File: config.mk
export PLATFORM = sky130hd
export DESIGN_NAME = gpio5_bank
export DESIGN_NICKNAME = d
export VERILOG_FILES = /design/src/design/gpio5_pkg.sv /design/src/design/gpio5_pin.sv /design/src/design/gpio5_bank.sv
export SDC_FILE = /design/constraint.sdc
export NUM_CORES = 1
export LEC_CHECK = 0
export BUFFER_PORTS_ARGS = -buffer_cell sky130_fd_sc_hd__buf_4
export CORE_MARGIN = 2
export CORE_UTILIZATION = 47
export CTS_BUF_LIST = sky130_fd_sc_hd__clkbuf_4
export CTS_CLUSTER_DIAMETER = 60
export DETAILED_ROUTE_END_ITERATION = 8
export PLACE_DENSITY = 0.78
export SETUP_SLACK_MARGIN = 0.05
export SLEW_MARGIN = 20
export SYNTH_ARGS = -nofsm -noshare
export SYNTH_HDL_FRONTEND = slang
export SYNTH_HIERARCHICAL = 1
export SYNTH_SLANG_ARGS = --single-unit
File: constraint.sdc
create_clock -name i_clk -period 3.3 [get_ports i_clk]
set_input_delay 0.99 -clock i_clk [delete_from_list [all_inputs] [get_ports i_clk]]
set_output_delay 0.99 -clock i_clk [all_outputs]
set_load 0.02 [all_outputs]
File: src/design/gpio5_pkg.sv
// Constants and types for the bank 5 pin configuration block (pins 5.2-5.7)
// Assumes an APB slave on i_clk; pads are resolved outside this design.
//
// What this block does
// - Bit 0 high makes pin input
// - Bit 1 high inverts pin value
// - Bit 7 high selects open drain
// - Pin 5.2 selects gpio, uart rx, ir rx
// - Pin 5.3 selects gpio, uart tx, ir tx
// - Pin 5.4 bit 2 selects data set ready
// - Pin 5.5 bit 2 selects request to send
// - Pin 5.6 bit 2 selects clear to send
// - Pin 5.7 bit 2 selects terminal ready
`default_nettype none
package gpio5_pkg;
   localparam int NUM_PINS = 6;
   localparam int APB_AW = 12;
   // Register indices; byte address is four times the index
   localparam logic [7:0] IDX_PIN_5_2 = 8'h41;
   localparam logic [7:0] IDX_PIN_5_3 = 8'h42;
   localparam logic [7:0] IDX_PIN_5_4 = 8'h43;
   localparam logic [7:0] IDX_PIN_5_5 = 8'h44;
   localparam logic [7:0] IDX_PIN_5_6 = 8'h45;
   localparam logic [7:0] IDX_PIN_5_7 = 8'h46;
   localparam logic [7:0] RST_PIN_5_2 = 8'h01;
   localparam logic [7:0] RST_PIN_5_3 = 8'h00;
   localparam logic [7:0] RST_PIN_OTHER = 8'h01;
   // Field positions
   localparam int BIT_DIR = 0;
   localparam int BIT_POL = 1;
   localparam int BIT_SEL_LO = 2;
   localparam int BIT_SEL_HI = 3;
   localparam int BIT_ODRAIN = 7;
   // Writable masks
   localparam logic [7:0] MASK_SEL2 = 8'h8F;
   localparam logic [7:0] MASK_SEL1 = 8'h87;
   localparam int RESET_SYNC_STAGES = 3;

   typedef enum logic [1:0] {
      FN_GPIO = 2'b00,
      FN_UART = 2'b01,
      FN_IR = 2'b10,
      FN_RSVD = 2'b11
   } pin_fn_t;

   typedef struct packed {
      logic odrain;
      pin_fn_t fn;
      logic invert;
      logic input_dir;
   } pin_cfg_t;

   typedef struct packed {
      logic out;
      logic oe;
   } pad_drive_t;
endpackage : gpio5_pkg
`default_nettype wire

File: src/design/gpio5_pin.sv
// One configurable pin: polarity, direction, driver type.
// Assumes the alternate function is already resolved by the parent.
`default_nettype none
module gpio5_pin
   import gpio5_pkg::*;
(
   input wire logic i_clk,           // Clock
   input wire logic i_rst,           // Sync reset
   input wire pin_cfg_t i_cfg,       // Pin configuration
   input wire logic i_alt,           // Alternate function active
   input wire logic i_alt_out_en,    // Alternate drives pin
   input wire logic i_alt_out,       // Alternate output value
   input wire logic i_gpio_out,      // Gpio output value
   input wire logic i_pad_in,        // Pad level, asynchronous
   output logic o_in_value,          // Synced, polarity-applied input
   output pad_drive_t o_pad          // Pad drive
);
   logic [2:0] sync_reg;
   logic in_reg;
   logic drive_val;
   logic drive_en;

   // ------------------------------------------------------------
   // Input capture
   // ------------------------------------------------------------
   always_ff @(posedge i_clk) begin
      if (i_rst) begin
         sync_reg <= 3'b000;
      end else begin
         sync_reg <= {sync_reg[1:0], i_pad_in};
      end
   end

   always_ff @(posedge i_clk) begin
      if (i_rst) begin
         in_reg <= 1'b0;
      end else if (sync_reg[1] == sync_reg[2]) begin
         in_reg <= sync_reg[2] ^ i_cfg.invert;
      end
   end

   assign o_in_value = in_reg;

   // ------------------------------------------------------------
   // Output drive
   // ------------------------------------------------------------
   always_comb begin
      if (i_alt) begin
         drive_en = i_alt_out_en;
      end else begin
         drive_en = !i_cfg.input_dir;
      end
      drive_val = (i_alt ? i_alt_out : i_gpio_out) ^ i_cfg.invert;
   end

   always_ff @(posedge i_clk) begin
      if (i_rst) begin
         o_pad <= '0;
      end else if (i_cfg.odrain) begin
         o_pad.out <= 1'b0;
         o_pad.oe <= drive_en && !drive_val;
      end else begin
         o_pad.out <= drive_val;
         o_pad.oe <= drive_en;
      end
   end
endmodule : gpio5_pin
`default_nettype wire

File: src/design/gpio5_bank.sv
// Bank 5 pins 5.2-5.7: control registers on APB and pin muxing.
// Assumes pad resolution outside; resets are synchronous to i_clk.
//
// The APB interface to the registers was decided locally.
`default_nettype none
module gpio5_bank
   import gpio5_pkg::*;
(
   input wire logic i_clk,                   // Clock, 20 MHz
   input wire logic i_rst,                   // Standby power-on reset
   input wire logic i_main_por,              // Main power-on reset
   input wire logic i_host_bus_rst,          // Host bus reset
   input wire logic i_psel,                  // APB select
   input wire logic i_penable,               // APB enable
   input wire logic i_pwrite,                // APB write
   input wire logic [APB_AW-1:0] i_paddr,    // APB byte address
   input wire logic [31:0] i_pwdata,         // APB write data
   input wire logic [3:0] i_pstrb,           // APB byte strobes
   output logic [31:0] o_prdata,             // APB read data
   output logic o_pready,                    // APB ready
   output logic o_pslverr,                   // APB error
   input wire logic [5:0] i_pad_in,          // Pad levels, 5.2..5.7
   output logic [5:0] o_pad_out,             // Pad output values
   output logic [5:0] o_pad_oe,              // Pad output enables
   input wire logic [5:0] i_gpio_out,        // Gpio data out per pin
   output logic [5:0] o_gpio_in,             // Gpio data in per pin
   input wire logic i_uart_b_transmit_out,   // Uart tx source
   input wire logic i_infrared_transmit_out, // Ir tx source
   input wire logic i_uart_b_request_to_send_n, // Uart rts source
   input wire logic i_uart_b_terminal_ready_n,  // Uart dtr source
   output logic o_uart_b_receive_in,         // To uart rx
   output logic o_infrared_receive_in,       // To ir rx
   output logic o_uart_b_data_set_ready_n,   // To uart dsr
   output logic o_uart_b_clear_to_send_n     // To uart cts
);
   logic [7:0] ctl_reg [NUM_PINS];
   pin_cfg_t cfg [NUM_PINS];
   logic [NUM_PINS-1:0] alt;
   logic [NUM_PINS-1:0] alt_oe;
   logic [NUM_PINS-1:0] alt_out;
   logic [NUM_PINS-1:0] in_val;
   logic [NUM_PINS-1:0] hit;
   logic wr_en;
   logic acc;
   logic [7:0] rd_mux;

   // Index of a pin for a register index; NUM_PINS when unmapped
   function automatic logic [2:0] pin_of(input logic [7:0] idx);
      logic [7:0] d;
      d = idx - IDX_PIN_5_2;
      if (idx >= IDX_PIN_5_2 && idx <= IDX_PIN_5_7) begin
         return d[2:0];
      end
      return 3'(NUM_PINS);
   endfunction : pin_of

   function automatic logic [7:0] wmask(input int p);
      return (p < 2) ? MASK_SEL2 : MASK_SEL1;
   endfunction : wmask

   function automatic logic [7:0] rst_val(input int p);
      if (p == 0) begin
         return RST_PIN_5_2;
      end
      if (p == 1) begin
         return RST_PIN_5_3;
      end
      return RST_PIN_OTHER;
   endfunction : rst_val

   // ------------------------------------------------------------
   // APB slave
   // ------------------------------------------------------------
   logic [2:0] sel_pin;
   logic aligned;
   assign aligned = (i_paddr[1:0] == 2'b00) && (i_paddr[APB_AW-1:10] == '0);
   assign sel_pin = aligned ? pin_of(i_paddr[9:2]) : 3'(NUM_PINS);
   assign acc = i_psel && i_penable;
   assign wr_en = acc && i_pwrite && i_pstrb[0];
   assign o_pready = 1'b1;
   assign o_pslverr = acc && (sel_pin == 3'(NUM_PINS));

   always_comb begin
      rd_mux = 8'h00;
      for (int p = 0; p < NUM_PINS; p++) begin
         if (sel_pin == 3'(p)) begin
            rd_mux = ctl_reg[p];
         end
      end
   end

   always_ff @(posedge i_clk) begin
      if (i_rst) begin
         o_prdata <= 32'h0000_0000;
      end else if (i_psel && !i_penable && !i_pwrite) begin
         o_prdata <= {24'h00_0000, rd_mux};
      end
   end

   // ------------------------------------------------------------
   // Control registers
   // ------------------------------------------------------------
   genvar g;
   generate
      for (g = 0; g < NUM_PINS; g++) begin : g_reg
         logic clr;
         if (g == 1) begin : g_extra
            assign clr = i_rst || i_main_por || i_host_bus_rst;
         end else begin : g_plain
            assign clr = i_rst;
         end
         assign hit[g] = (sel_pin == 3'(g));
         always_ff @(posedge i_clk) begin
            if (clr) begin
               ctl_reg[g] <= rst_val(g);
            end else if (wr_en && hit[g]) begin
               ctl_reg[g] <= i_pwdata[7:0] & wmask(g);
            end
         end
         always_comb begin
            cfg[g].input_dir = ctl_reg[g][BIT_DIR];
            cfg[g].invert = ctl_reg[g][BIT_POL];
            cfg[g].odrain = ctl_reg[g][BIT_ODRAIN];
            cfg[g].fn = pin_fn_t'(ctl_reg[g][BIT_SEL_HI:BIT_SEL_LO]);
         end
      end
   endgenerate

   // ------------------------------------------------------------
   // Alternate function muxing
   // ------------------------------------------------------------
   always_comb begin
      alt = '0;
      alt_oe = '0;
      alt_out = '0;
      // Pin 5.2: receive inputs
      unique case (cfg[0].fn)
         FN_UART: alt[0] = 1'b1;
         FN_IR: alt[0] = 1'b1;
         FN_GPIO, FN_RSVD: alt[0] = 1'b0;
      endcase
      // Pin 5.3: transmit outputs
      unique case (cfg[1].fn)
         FN_UART: begin
            alt[1] = 1'b1;
            alt_oe[1] = 1'b1;
            alt_out[1] = i_uart_b_transmit_out;
         end
         FN_IR: begin
            alt[1] = 1'b1;
            alt_oe[1] = 1'b1;
            alt_out[1] = i_infrared_transmit_out;
         end
         FN_GPIO, FN_RSVD: alt[1] = 1'b0;
      endcase
      alt[2] = ctl_reg[2][BIT_SEL_LO];
      alt[3] = ctl_reg[3][BIT_SEL_LO];
      alt_oe[3] = 1'b1;
      alt_out[3] = i_uart_b_request_to_send_n;
      alt[4] = ctl_reg[4][BIT_SEL_LO];
      alt[5] = ctl_reg[5][BIT_SEL_LO];
      alt_oe[5] = 1'b1;
      alt_out[5] = i_uart_b_terminal_ready_n;
   end

   generate
      for (g = 0; g < NUM_PINS; g++) begin : g_pin
         pad_drive_t drv;
         gpio5_pin u_pin (
            .i_clk(i_clk),
            .i_rst(i_rst),
            .i_cfg(cfg[g]),
            .i_alt(alt[g]),
            .i_alt_out_en(alt_oe[g]),
            .i_alt_out(alt_out[g]),
            .i_gpio_out(i_gpio_out[g]),
            .i_pad_in(i_pad_in[g]),
            .o_in_value(in_val[g]),
            .o_pad(drv)
         );
         assign o_pad_out[g] = drv.out;
         assign o_pad_oe[g] = drv.oe;
      end
   endgenerate

   // ------------------------------------------------------------
   // Inputs to peripherals; uart and ir inputs idle high, gpio inputs low, when not routed
   // ------------------------------------------------------------
   always_ff @(posedge i_clk) begin
      if (i_rst) begin
         o_gpio_in <= '0;
         o_uart_b_receive_in <= 1'b1;
         o_infrared_receive_in <= 1'b1;
         o_uart_b_data_set_ready_n <= 1'b1;
         o_uart_b_clear_to_send_n <= 1'b1;
      end else begin
         o_gpio_in <= in_val & ~alt;
         o_uart_b_receive_in <= (cfg[0].fn == FN_UART) ? in_val[0] : 1'b1;
         o_infrared_receive_in <= (cfg[0].fn == FN_IR) ? in_val[0] : 1'b1;
         o_uart_b_data_set_ready_n <= alt[2] ? in_val[2] : 1'b1;
         o_uart_b_clear_to_send_n <= alt[4] ? in_val[4] : 1'b1;
      end
   end
endmodule : gpio5_bank
`default_nettype wire

==> results.md, run 1 <==
Routing:
- The number of vias per cell is 4.933.
- Dividing the detail-routed wire length by the instance count gives about 13 um.
- After the first detailed-routing iteration, the DRC count stood at 179.
- The overall routed net length is 7412 um.
- The count of TritonRoute iterations in the first routing pass is 4.
- The total via count after detailed routing is 2743.
- The number of routed nets with antenna violations is 0.
- After detailed routing, the number of remaining DRC violations is 0.

STA:
- The post-route clock period utilization is 97.36%.
- The final setup violation count is 0.
- The final critical delay including setup and external delays is 3213 ps.
- The count of endpoints failing hold in the final timing report is 0.
- Measured against its own limit, the worst slew margin works out to 52.57%.
- Setup repair after global routing left no endpoint under its margin.
- Derived from the worst setup path, the maximum achievable clock frequency is between 300 and 400 MHz.
- For the final database, setup skew stands at 9.172 ps.
- The aggregate negative setup slack is 0 ps.
- The worst path setup slack after routing is 87.14 ps.
- The worst hold slack is 453.1 ps.
- For the pin with the worst max-slew slack, the measured transition is between 700 and 800 ps.
- The number of slew-limit violations in the final report is 0.

Power and ir drop:
- In this run, the combinational gates consume 12.8% of the power.
- The cell internal power dissipation is approximately 1600 uW.
- The share of total power dissipated in sequential elements is 49.7%.
- The switching portion of total power is 23.15%.
- The power density over the cells is ~470 nW/um^2.
- The reported net switching power is 489.8 uW.
- In this run the static leakage power is 0.001907 uW.
- The largest vdd supply drop is about 240 uV.
- The clock share of power is approximately 38%.

Place:
- The half-perimeter wire length after placement is 5636 um.
- The congestion estimate from routability-driven global placement came to 0.8798.
- In this run the tool buffered the top-level ports with 68 buffer cells.
- The worst slack at placement is 46.48 ps.

Critical path:
- The buffers plus inverters on the worst setup path is 2.
- The data required time of the worst path is 2310 ps.
- The arrival time at the worst endpoint is 2220 ps.
- In this design, the largest share of critical-path delay is due to simple AND/OR/NAND/NOR gates.
- The worst setup path is of the in -> out kind.
- STA classifies the critical path startpoint as an input pin.
- Walking the worst path, the cells encountered are buf_4 > or4_4 > nor3_4 > a21oi_2 > buf_4.
- Along the worst path, the maximum fanout reaches 3.
- On the worst path, the slowest cell contributes a delay of 580 ps.
- The worst-path cell with the longest stage delay is sky130_fd_sc_hd__or4_4.
- The most numerous cell type found on the critical path is sky130_fd_sc_hd__buf_4.
- In this run the register-to-register setup slack is 1730 ps.
- The worst setup path is captured at a primary output.

GRT:
- Summed over all layers, the global routing overflow is 0.
- The number of antenna violations at the first check in global routing is 0.
- Global routing used 17.77% of the available tracks.
- The via count of the first global-routing pass is 2513.
- The largest net degree at the start of global routing is 35.
- The first global-routing pass estimated 11670 um of wire.

Clock tree:
- Clock-pin slew was measured on the worst setup and hold paths at about 110 ps.
- The buffer levels on the longest clock path is 2.
- The root buffer cell is sky130_fd_sc_hd__clkbuf_4.
- The level count of the clock H-tree is 3.
- The clock net sink count is 77.
- Counting the buffers created by CTS gives 9.
- The count of hold-fix buffers inserted at cts is 0.
- TritonCTS built the clock tree.
- For the worst-skew pair, the clock arrives at the later sink with an insertion delay of 430 ps.

Synth:
- The number of different library cells in the post-synthesis netlist is 50.
- The post-synthesis average cell area is 10.26 um^2.
- Summing the sequential cell areas from Yosys gives about half of the chip area.
- The dominant cell by count in the synthesized netlist is sky130_fd_sc_hd__dfxtp_1.
- Yosys printed 6 warnings.
- The synthesis-stage register bit count is just under 80.
- The fraction of registers with async set/reset is 0%.
- The cell accounting for the most synthesized area is sky130_fd_sc_hd__dfxtp_1.
- Synthesis produced a netlist whose cell count is between 300 and 400.
- The primary flip-flop cell chosen by synthesis mapping is sky130_fd_sc_hd__dfxtp_1.
- After synthesis, the cell types taking the most area are sky130_fd_sc_hd__dfxtp_1 28%, sky130_fd_sc_hd__edfxtp_1 21%, sky130_fd_sc_hd__buf_4 5.7%.
- The count of flip-flops with a built-in enable after synthesis is 26.
- The share of the synthesized area in the top cell type is 27.63%.
- Sorting the synthesized cells by how often they occur yields 51 x sky130_fd_sc_hd__dfxtp_1, 36 x sky130_fd_sc_hd__nand2_1, 32 x sky130_fd_sc_hd__nor2_1.
- In this run the cell area of the synthesized design comes to 3695 um^2.

Cells and area:
- The post-layout net count is 527.
- In the final layout, the share of cells above drive strength 1 is 26.65%.
- The area growth from synthesis to layout is 21.74%.
- The number of flip-flops under the largest register name is 26.
- The number of antenna diodes in the final layout is 0.

Min path:
- The classification of the worst-slack hold path is reg -> reg.

Flow run:
- Max-cap violations in this run came to 0.

Floorplan:
- The height of the chip is between 90 and 100 um.
- Pin placement for this block handled 127 I/O pins.
- In this run the core area contains 32 standard-cell rows.
- The horizontal die dimension is 92.67 um.
- The standard cell core area is 7687 um^2.
- The die footprint is about 8600 um^2.
- The initial utilization of the core area, before any placement, comes to 48.06%.

Run status:
- The run finished with clean final reports.
==> cell type report <==
class	instances	area, um^2
repair buffers	78	585.6
well taps	102	127.6
clock buffers	12	90.09
flip-flops and latches	77	1802
multi-input cells	275	1743
fillers	663	3189
inverters	8	30.03
clock inverters	4	120.1
==> worst reg2reg max path: cells and delay by family, from the launching register on <==
kind | cells | cell delay [ps]
multiplexers | 1 | 220
XOR/XNOR | 1 | 170
AND/OR/NAND/NOR | 1 | 190
adder cells (fa/ha/maj) | 1 | 340
flip-flops | 1 | 450
buffers and inverters | 1 | 130
==> stage by stage <==
stage / instances / util, % / instance area (um^2) / total power (uW)
2_1_floorplan: 394 / - / 3829 / 1258
3_3_place_gp: 540 / 55.70 / 4282 / 1334
3_5_place_dp: 540 / 55.70 / 4282 / 1343
4_1_cts: 556 / 58.51 / 4498 / 2130
5_1_grt: 556 / 58.51 / 4498 / 2205
6_report: 556 / 58.51 / 4498 / 2116
==> power groups by stage <==
stage	sequential (uW)	clock (uW)	combinational, uW
finish	1050	794	271
global route	1060	854	294
CTS	1050	807	271
detailed placement	1070	0	269
global placement	1070	0	263
floorplan	1080	0	174
==> final timing paths <==
kind / from / to / cells past startpoint
worst min-delay path: g_pin[5].u_pin/sync_reg[0]$_SDFF_PP0_ / g_pin[5].u_pin/sync_reg[1]$_SDFF_PP0_ / 1
worst max-delay path: i_paddr[1] / o_pslverr / 5
worst max register to register: ctl_reg[1][3]$_SDFFCE_PN0P_ / g_pin[1].u_pin/o_pad[1]$_SDFF_PP0_ / 5
worst min register to register: g_pin[5].u_pin/sync_reg[0]$_SDFF_PP0_ / g_pin[5].u_pin/sync_reg[1]$_SDFF_PP0_ / 1
==> cells in the final DEF (no fill, tap or decap), drive strengths merged, types with 7 or more instances in the layout <==
master,instances
nor3b,11
nand3,9
inv,8
clkbuf,12
ha,7
a211oi,10
xnor2,7
edfxtp,26
dfxtp,51
buf,78
mux2i,11
a21oi,11
and2,21
nand2,37
nor2b,20
conb,36
nor2,32
==> logic make-up after synthesis <==
family | after synthesis | share of synthesized area [%]
AND/OR/NAND/NOR | 159 | 24.59
flip-flops | 77 | 48.76
AO/OA/AOI/OAI | 46 | 9.245
buffers and inverters | 42 | 7.856
multiplexers | 14 | 3.894
XOR/XNOR | 13 | 3.082
adder cells (fa/ha/maj) | 7 | 2.370
other | 2 | 0.2033
==> routing by layer <==
layer  part of all wire (%)  global-route usage [%]  wire length [um]
met1                     43                   23.29              3192
met2                     46                   27.62              3408
met3                    9.0                   4.963               664
met4                    2.0                   7.598               146
met5                      0                       0                 0
==> timing repair <==
action | 4_1_cts | 5_1_grt
endpoints found under the setup margin | 1 | 0
resized for setup | 1 | 0
buffers inserted | 0 | 0
(Power assumes the default switching activity.)
==> run 2, diff against run 1 <==
RECOVER_POWER = 50   (was default)
==> run 2 against run 1 <==
The run now ends with capacitance limit, slew limit left. Clock power about the same. Flip-flop and latch count did not move. Fmax about the same. Combinational power down 6%. Hold slack got worse by 3.0 ps. Critical path type unchanged. Critical endpoint unchanged.
==> results.md, run 2 (same netlist as run 1, synthesis figures left out) <==
Run status:
- The flow ran to the end, but the final reports show violations.
- The checks that failed: capacitance limit, slew limit.

STA:
- The aggregate negative setup slack is 0 ps.
- Measured against its own limit, the worst slew margin works out to -7.035%.
- The fmax is 311.2 MHz.
- The final critical delay including setup and external delays is 3213 ps.
- On the final layout, the worst clock skew is 9.932 ps.
- In the finished design, the share of the clock period the worst path needs comes to between 90 and 100%.
- The worst hold slack is 450.1 ps.
- The final setup violation count is 0.
- Across all setup checks in the final design, the least slack found is 86.53 ps.
- The number of slew-limit violations in the final report is 35.
- Setup repair after global routing left no endpoint under its margin.
- The count of endpoints failing hold in the final timing report is 0.
- At the pin with the least slew margin, the transition time is 1606 ps.

GRT:
- The largest net degree at the start of global routing is 35.
- The global-route met1 utilization is 23.29%.
- The global-route layer with the greatest usage is met2.
- The aggregate global-route resource usage is 17.77%.
- Global routing consumed, on the met2 layer, between 20% and 30% of the routing resources.
- The number of antenna violations at the first check in global routing came to 0.
- Global routing used under 10% of the available met3 tracks.
- The first global-routing pass estimated 11670 um of wire.
- Summed over all layers, the global routing overflow is 0.
- The via count of the first global-routing pass is 2513.

Clock tree:
- The TritonCTS clock tree is built.
- Clock latency on the worst-skew pair, taken at its later pin, is 430 ps.
- In this run the deepest clock path goes through 2 buffers.
- The level count of the clock H-tree is 3.
- The buffers inserted during post-CTS setup optimization is 0.
- In this run the clock root is driven by a sky130_fd_sc_hd__clkbuf_4.
- The number of buffers added by the clock tree synthesis step is 9.
- The clock net sink count is 77.
- After clock tree synthesis, the clock-pin slew on the worst setup and hold paths is 110 ps.

Cells and area:
- The most common library cell in the layout ignoring fill and taps is sky130_fd_sc_hd__buf_4.
- At the end of the flow, the number of nets in the layout was 527.
- The number of flip-flops under the largest register name is 26.
- The antenna cell count is 0.
- Relative to the synthesized area, the layout overhead comes to 18.25%.
- Leaving out fill and tap cells, the most frequent cells in the layout are 57 x sky130_fd_sc_hd__buf_4, 51 x sky130_fd_sc_hd__dfxtp_1, 36 x sky130_fd_sc_hd__nand2_1, 36 x sky130_fd_sc_hd__conb_1, 32 x sky130_fd_sc_hd__nor2_1.
- After filler insertion, the fill cell instance count of the layout stands at 681.
- The post-route cell area is 4369 um^2.
- The share of layout cells above drive strength 1 is 19.82%.

Routing:
- The post-route DRC violation count is 0.
- The number of vias per cell is 4.975.
- The number of DRC markers in iteration 0 is 214.
- The overall routed net length is 7495 um.
- The first detailed-routing pass took 4 iterations.
- In the final routed layout, each cell accounts on average for 13.48 um.
- The number of routed nets with antenna violations is 0.
- The routed layout has 2766 vias.

Critical path:
- The critical path starts at i_paddr[1].
- The arrival time at the worst endpoint is 2220 ps.
- The endpoint identified for the worst register-to-register timing path is g_pin[0].u_pin/o_pad[1]$_SDFF_PP0_.
- The data required time of the worst path is 2310 ps.
- STA classifies the critical path endpoint as a primary output.
- Along the worst path, the maximum fanout reaches 3.
- By startpoint and endpoint, the worst setup path is classified as in -> out.
- The kind of start point of the critical path is an input pin.
- The count of cells along the worst register-to-register path is 6.
- The critical register-to-register path startpoint is ctl_reg[0][2]$_SDFFCE_PN0P_.
- In this run the worst setup path terminates at o_pslverr.
- In this run the register-to-register setup slack is 1700 ps.

Floorplan:
- The die is 92.67 um tall.
- The standard cell core area is 7687 um^2.
- The die is 92.67 um wide.
- The number of rows in the core area is 32.
- The top-level port count is 127.
- The initial standard-cell utilization of the core is roughly half.
- The die footprint is about 8600 um^2.

Power and ir drop:
- The combinational share of power is 12.1%.
- Sequential cells account for 50.0% of the total power.
- The post-route total power is 2101 uW.
- The clock share of power is 37.9%.
- Net switching is 23.27% of the power.
- Internal power comes to 1612 uW.
- Dividing total power by cell area gives a power density of 480.8 nW/um^2.
- The reported net switching power is 488.7 uW.
- VDD sags by at most around 240 uV.
- In this run the static leakage power is 0.001808 uW.

Place:
- Detailed placement finished with a half-perimeter wire length of approximately 5600 um.
- The cell area after placement is 4282 um^2.
- The worst slack at placement is 46.48 ps.
- The count of input and output buffers is 68.
- The congestion estimate from routability-driven global placement came to a little under 0.9.

Flow run:
- The max capacitance violation total is 1.

Min path:
- The worst hold path belongs to the class reg -> reg.
==> run 2: worst min-delay path by stage <==
| stage | startpoint | end | slack, ps | depth (start not counted) |
|---|---|---|---|---|
| floorplan | g_pin[1].u_pin/o_in_value$_SDFFE_PP0N_ | o_gpio_in[1]$_SDFF_PP0_ | 410 | 2 |
| global placement | g_pin[4].u_pin/sync_reg[0]$_SDFF_PP0_ | g_pin[4].u_pin/sync_reg[1]$_SDFF_PP0_ | 420 | 1 |
| detailed placement | g_pin[2].u_pin/sync_reg[0]$_SDFF_PP0_ | g_pin[2].u_pin/sync_reg[1]$_SDFF_PP0_ | 430 | 1 |
| CTS | g_pin[3].u_pin/sync_reg[0]$_SDFF_PP0_ | g_pin[3].u_pin/sync_reg[1]$_SDFF_PP0_ | 450 | 1 |
| global route | g_pin[2].u_pin/sync_reg[0]$_SDFF_PP0_ | g_pin[2].u_pin/sync_reg[1]$_SDFF_PP0_ | 460 | 1 |
| finish | g_pin[5].u_pin/sync_reg[0]$_SDFF_PP0_ | g_pin[5].u_pin/sync_reg[1]$_SDFF_PP0_ | 450 | 1 |
==> run 2: area by class of cell <==
type | instances | area, um^2 | share of cell area (%)
clock buffers | 12 | 90.09 | 2.062
clock inverters | 4 | 120.1 | 2.749
inverters | 8 | 30.03 | 0.6873
multi-input cells | 275 | 1693 | 38.75
flip-flops and latches | 77 | 1802 | 41.24
well taps | 102 | 127.6 | 2.921
repair buffers | 78 | 506.7 | 11.60
==> run 2: what timing repair did <==
| action | 4_1_cts | 5_1_grt |
|---|---|---|
| hold buffers | 0 | 0 |
| gates resized for setup | 1 | 0 |
| endpoints found under the setup margin | 1 | 0 |
==> run 2: critical path, cell delays in order <==
cell and delay (ps):
sky130_fd_sc_hd__buf_4 120, sky130_fd_sc_hd__or4_4 580, sky130_fd_sc_hd__nor3_4 280, sky130_fd_sc_hd__a21oi_2 80, sky130_fd_sc_hd__buf_4 160
==> run 2: through the flow <==
stage	utilization (%)	instances
after floorplan	-	394
after global placement	55.70	540
after detailed placement	55.70	540
after CTS	58.51	556
after global routing	56.84	556
final	56.84	556
==> run 2: metal layers <==
| metal | routed length, um | vias to the layer above | share of wire [%] |
|---|---|---|---|
| li1 | - | 1371 | - |
| met1 | 3312 | 1271 | 44 |
| met2 | 3397 | 112 | 45 |
| met3 | 640 | 12 | 8.5 |
| met4 | 144 | 0 | 1.9 |
| met5 | 0 | - | 0 |
==> run 2: power groups by stage <==
stage               registers, uW  clock network, uW  logic, uW
finish                       1050                796        255
global route                 1060                854        278
CTS                          1050                807        271
detailed placement           1070                  0        269
global placement             1070                  0        263
floorplan                    1080                  0        174
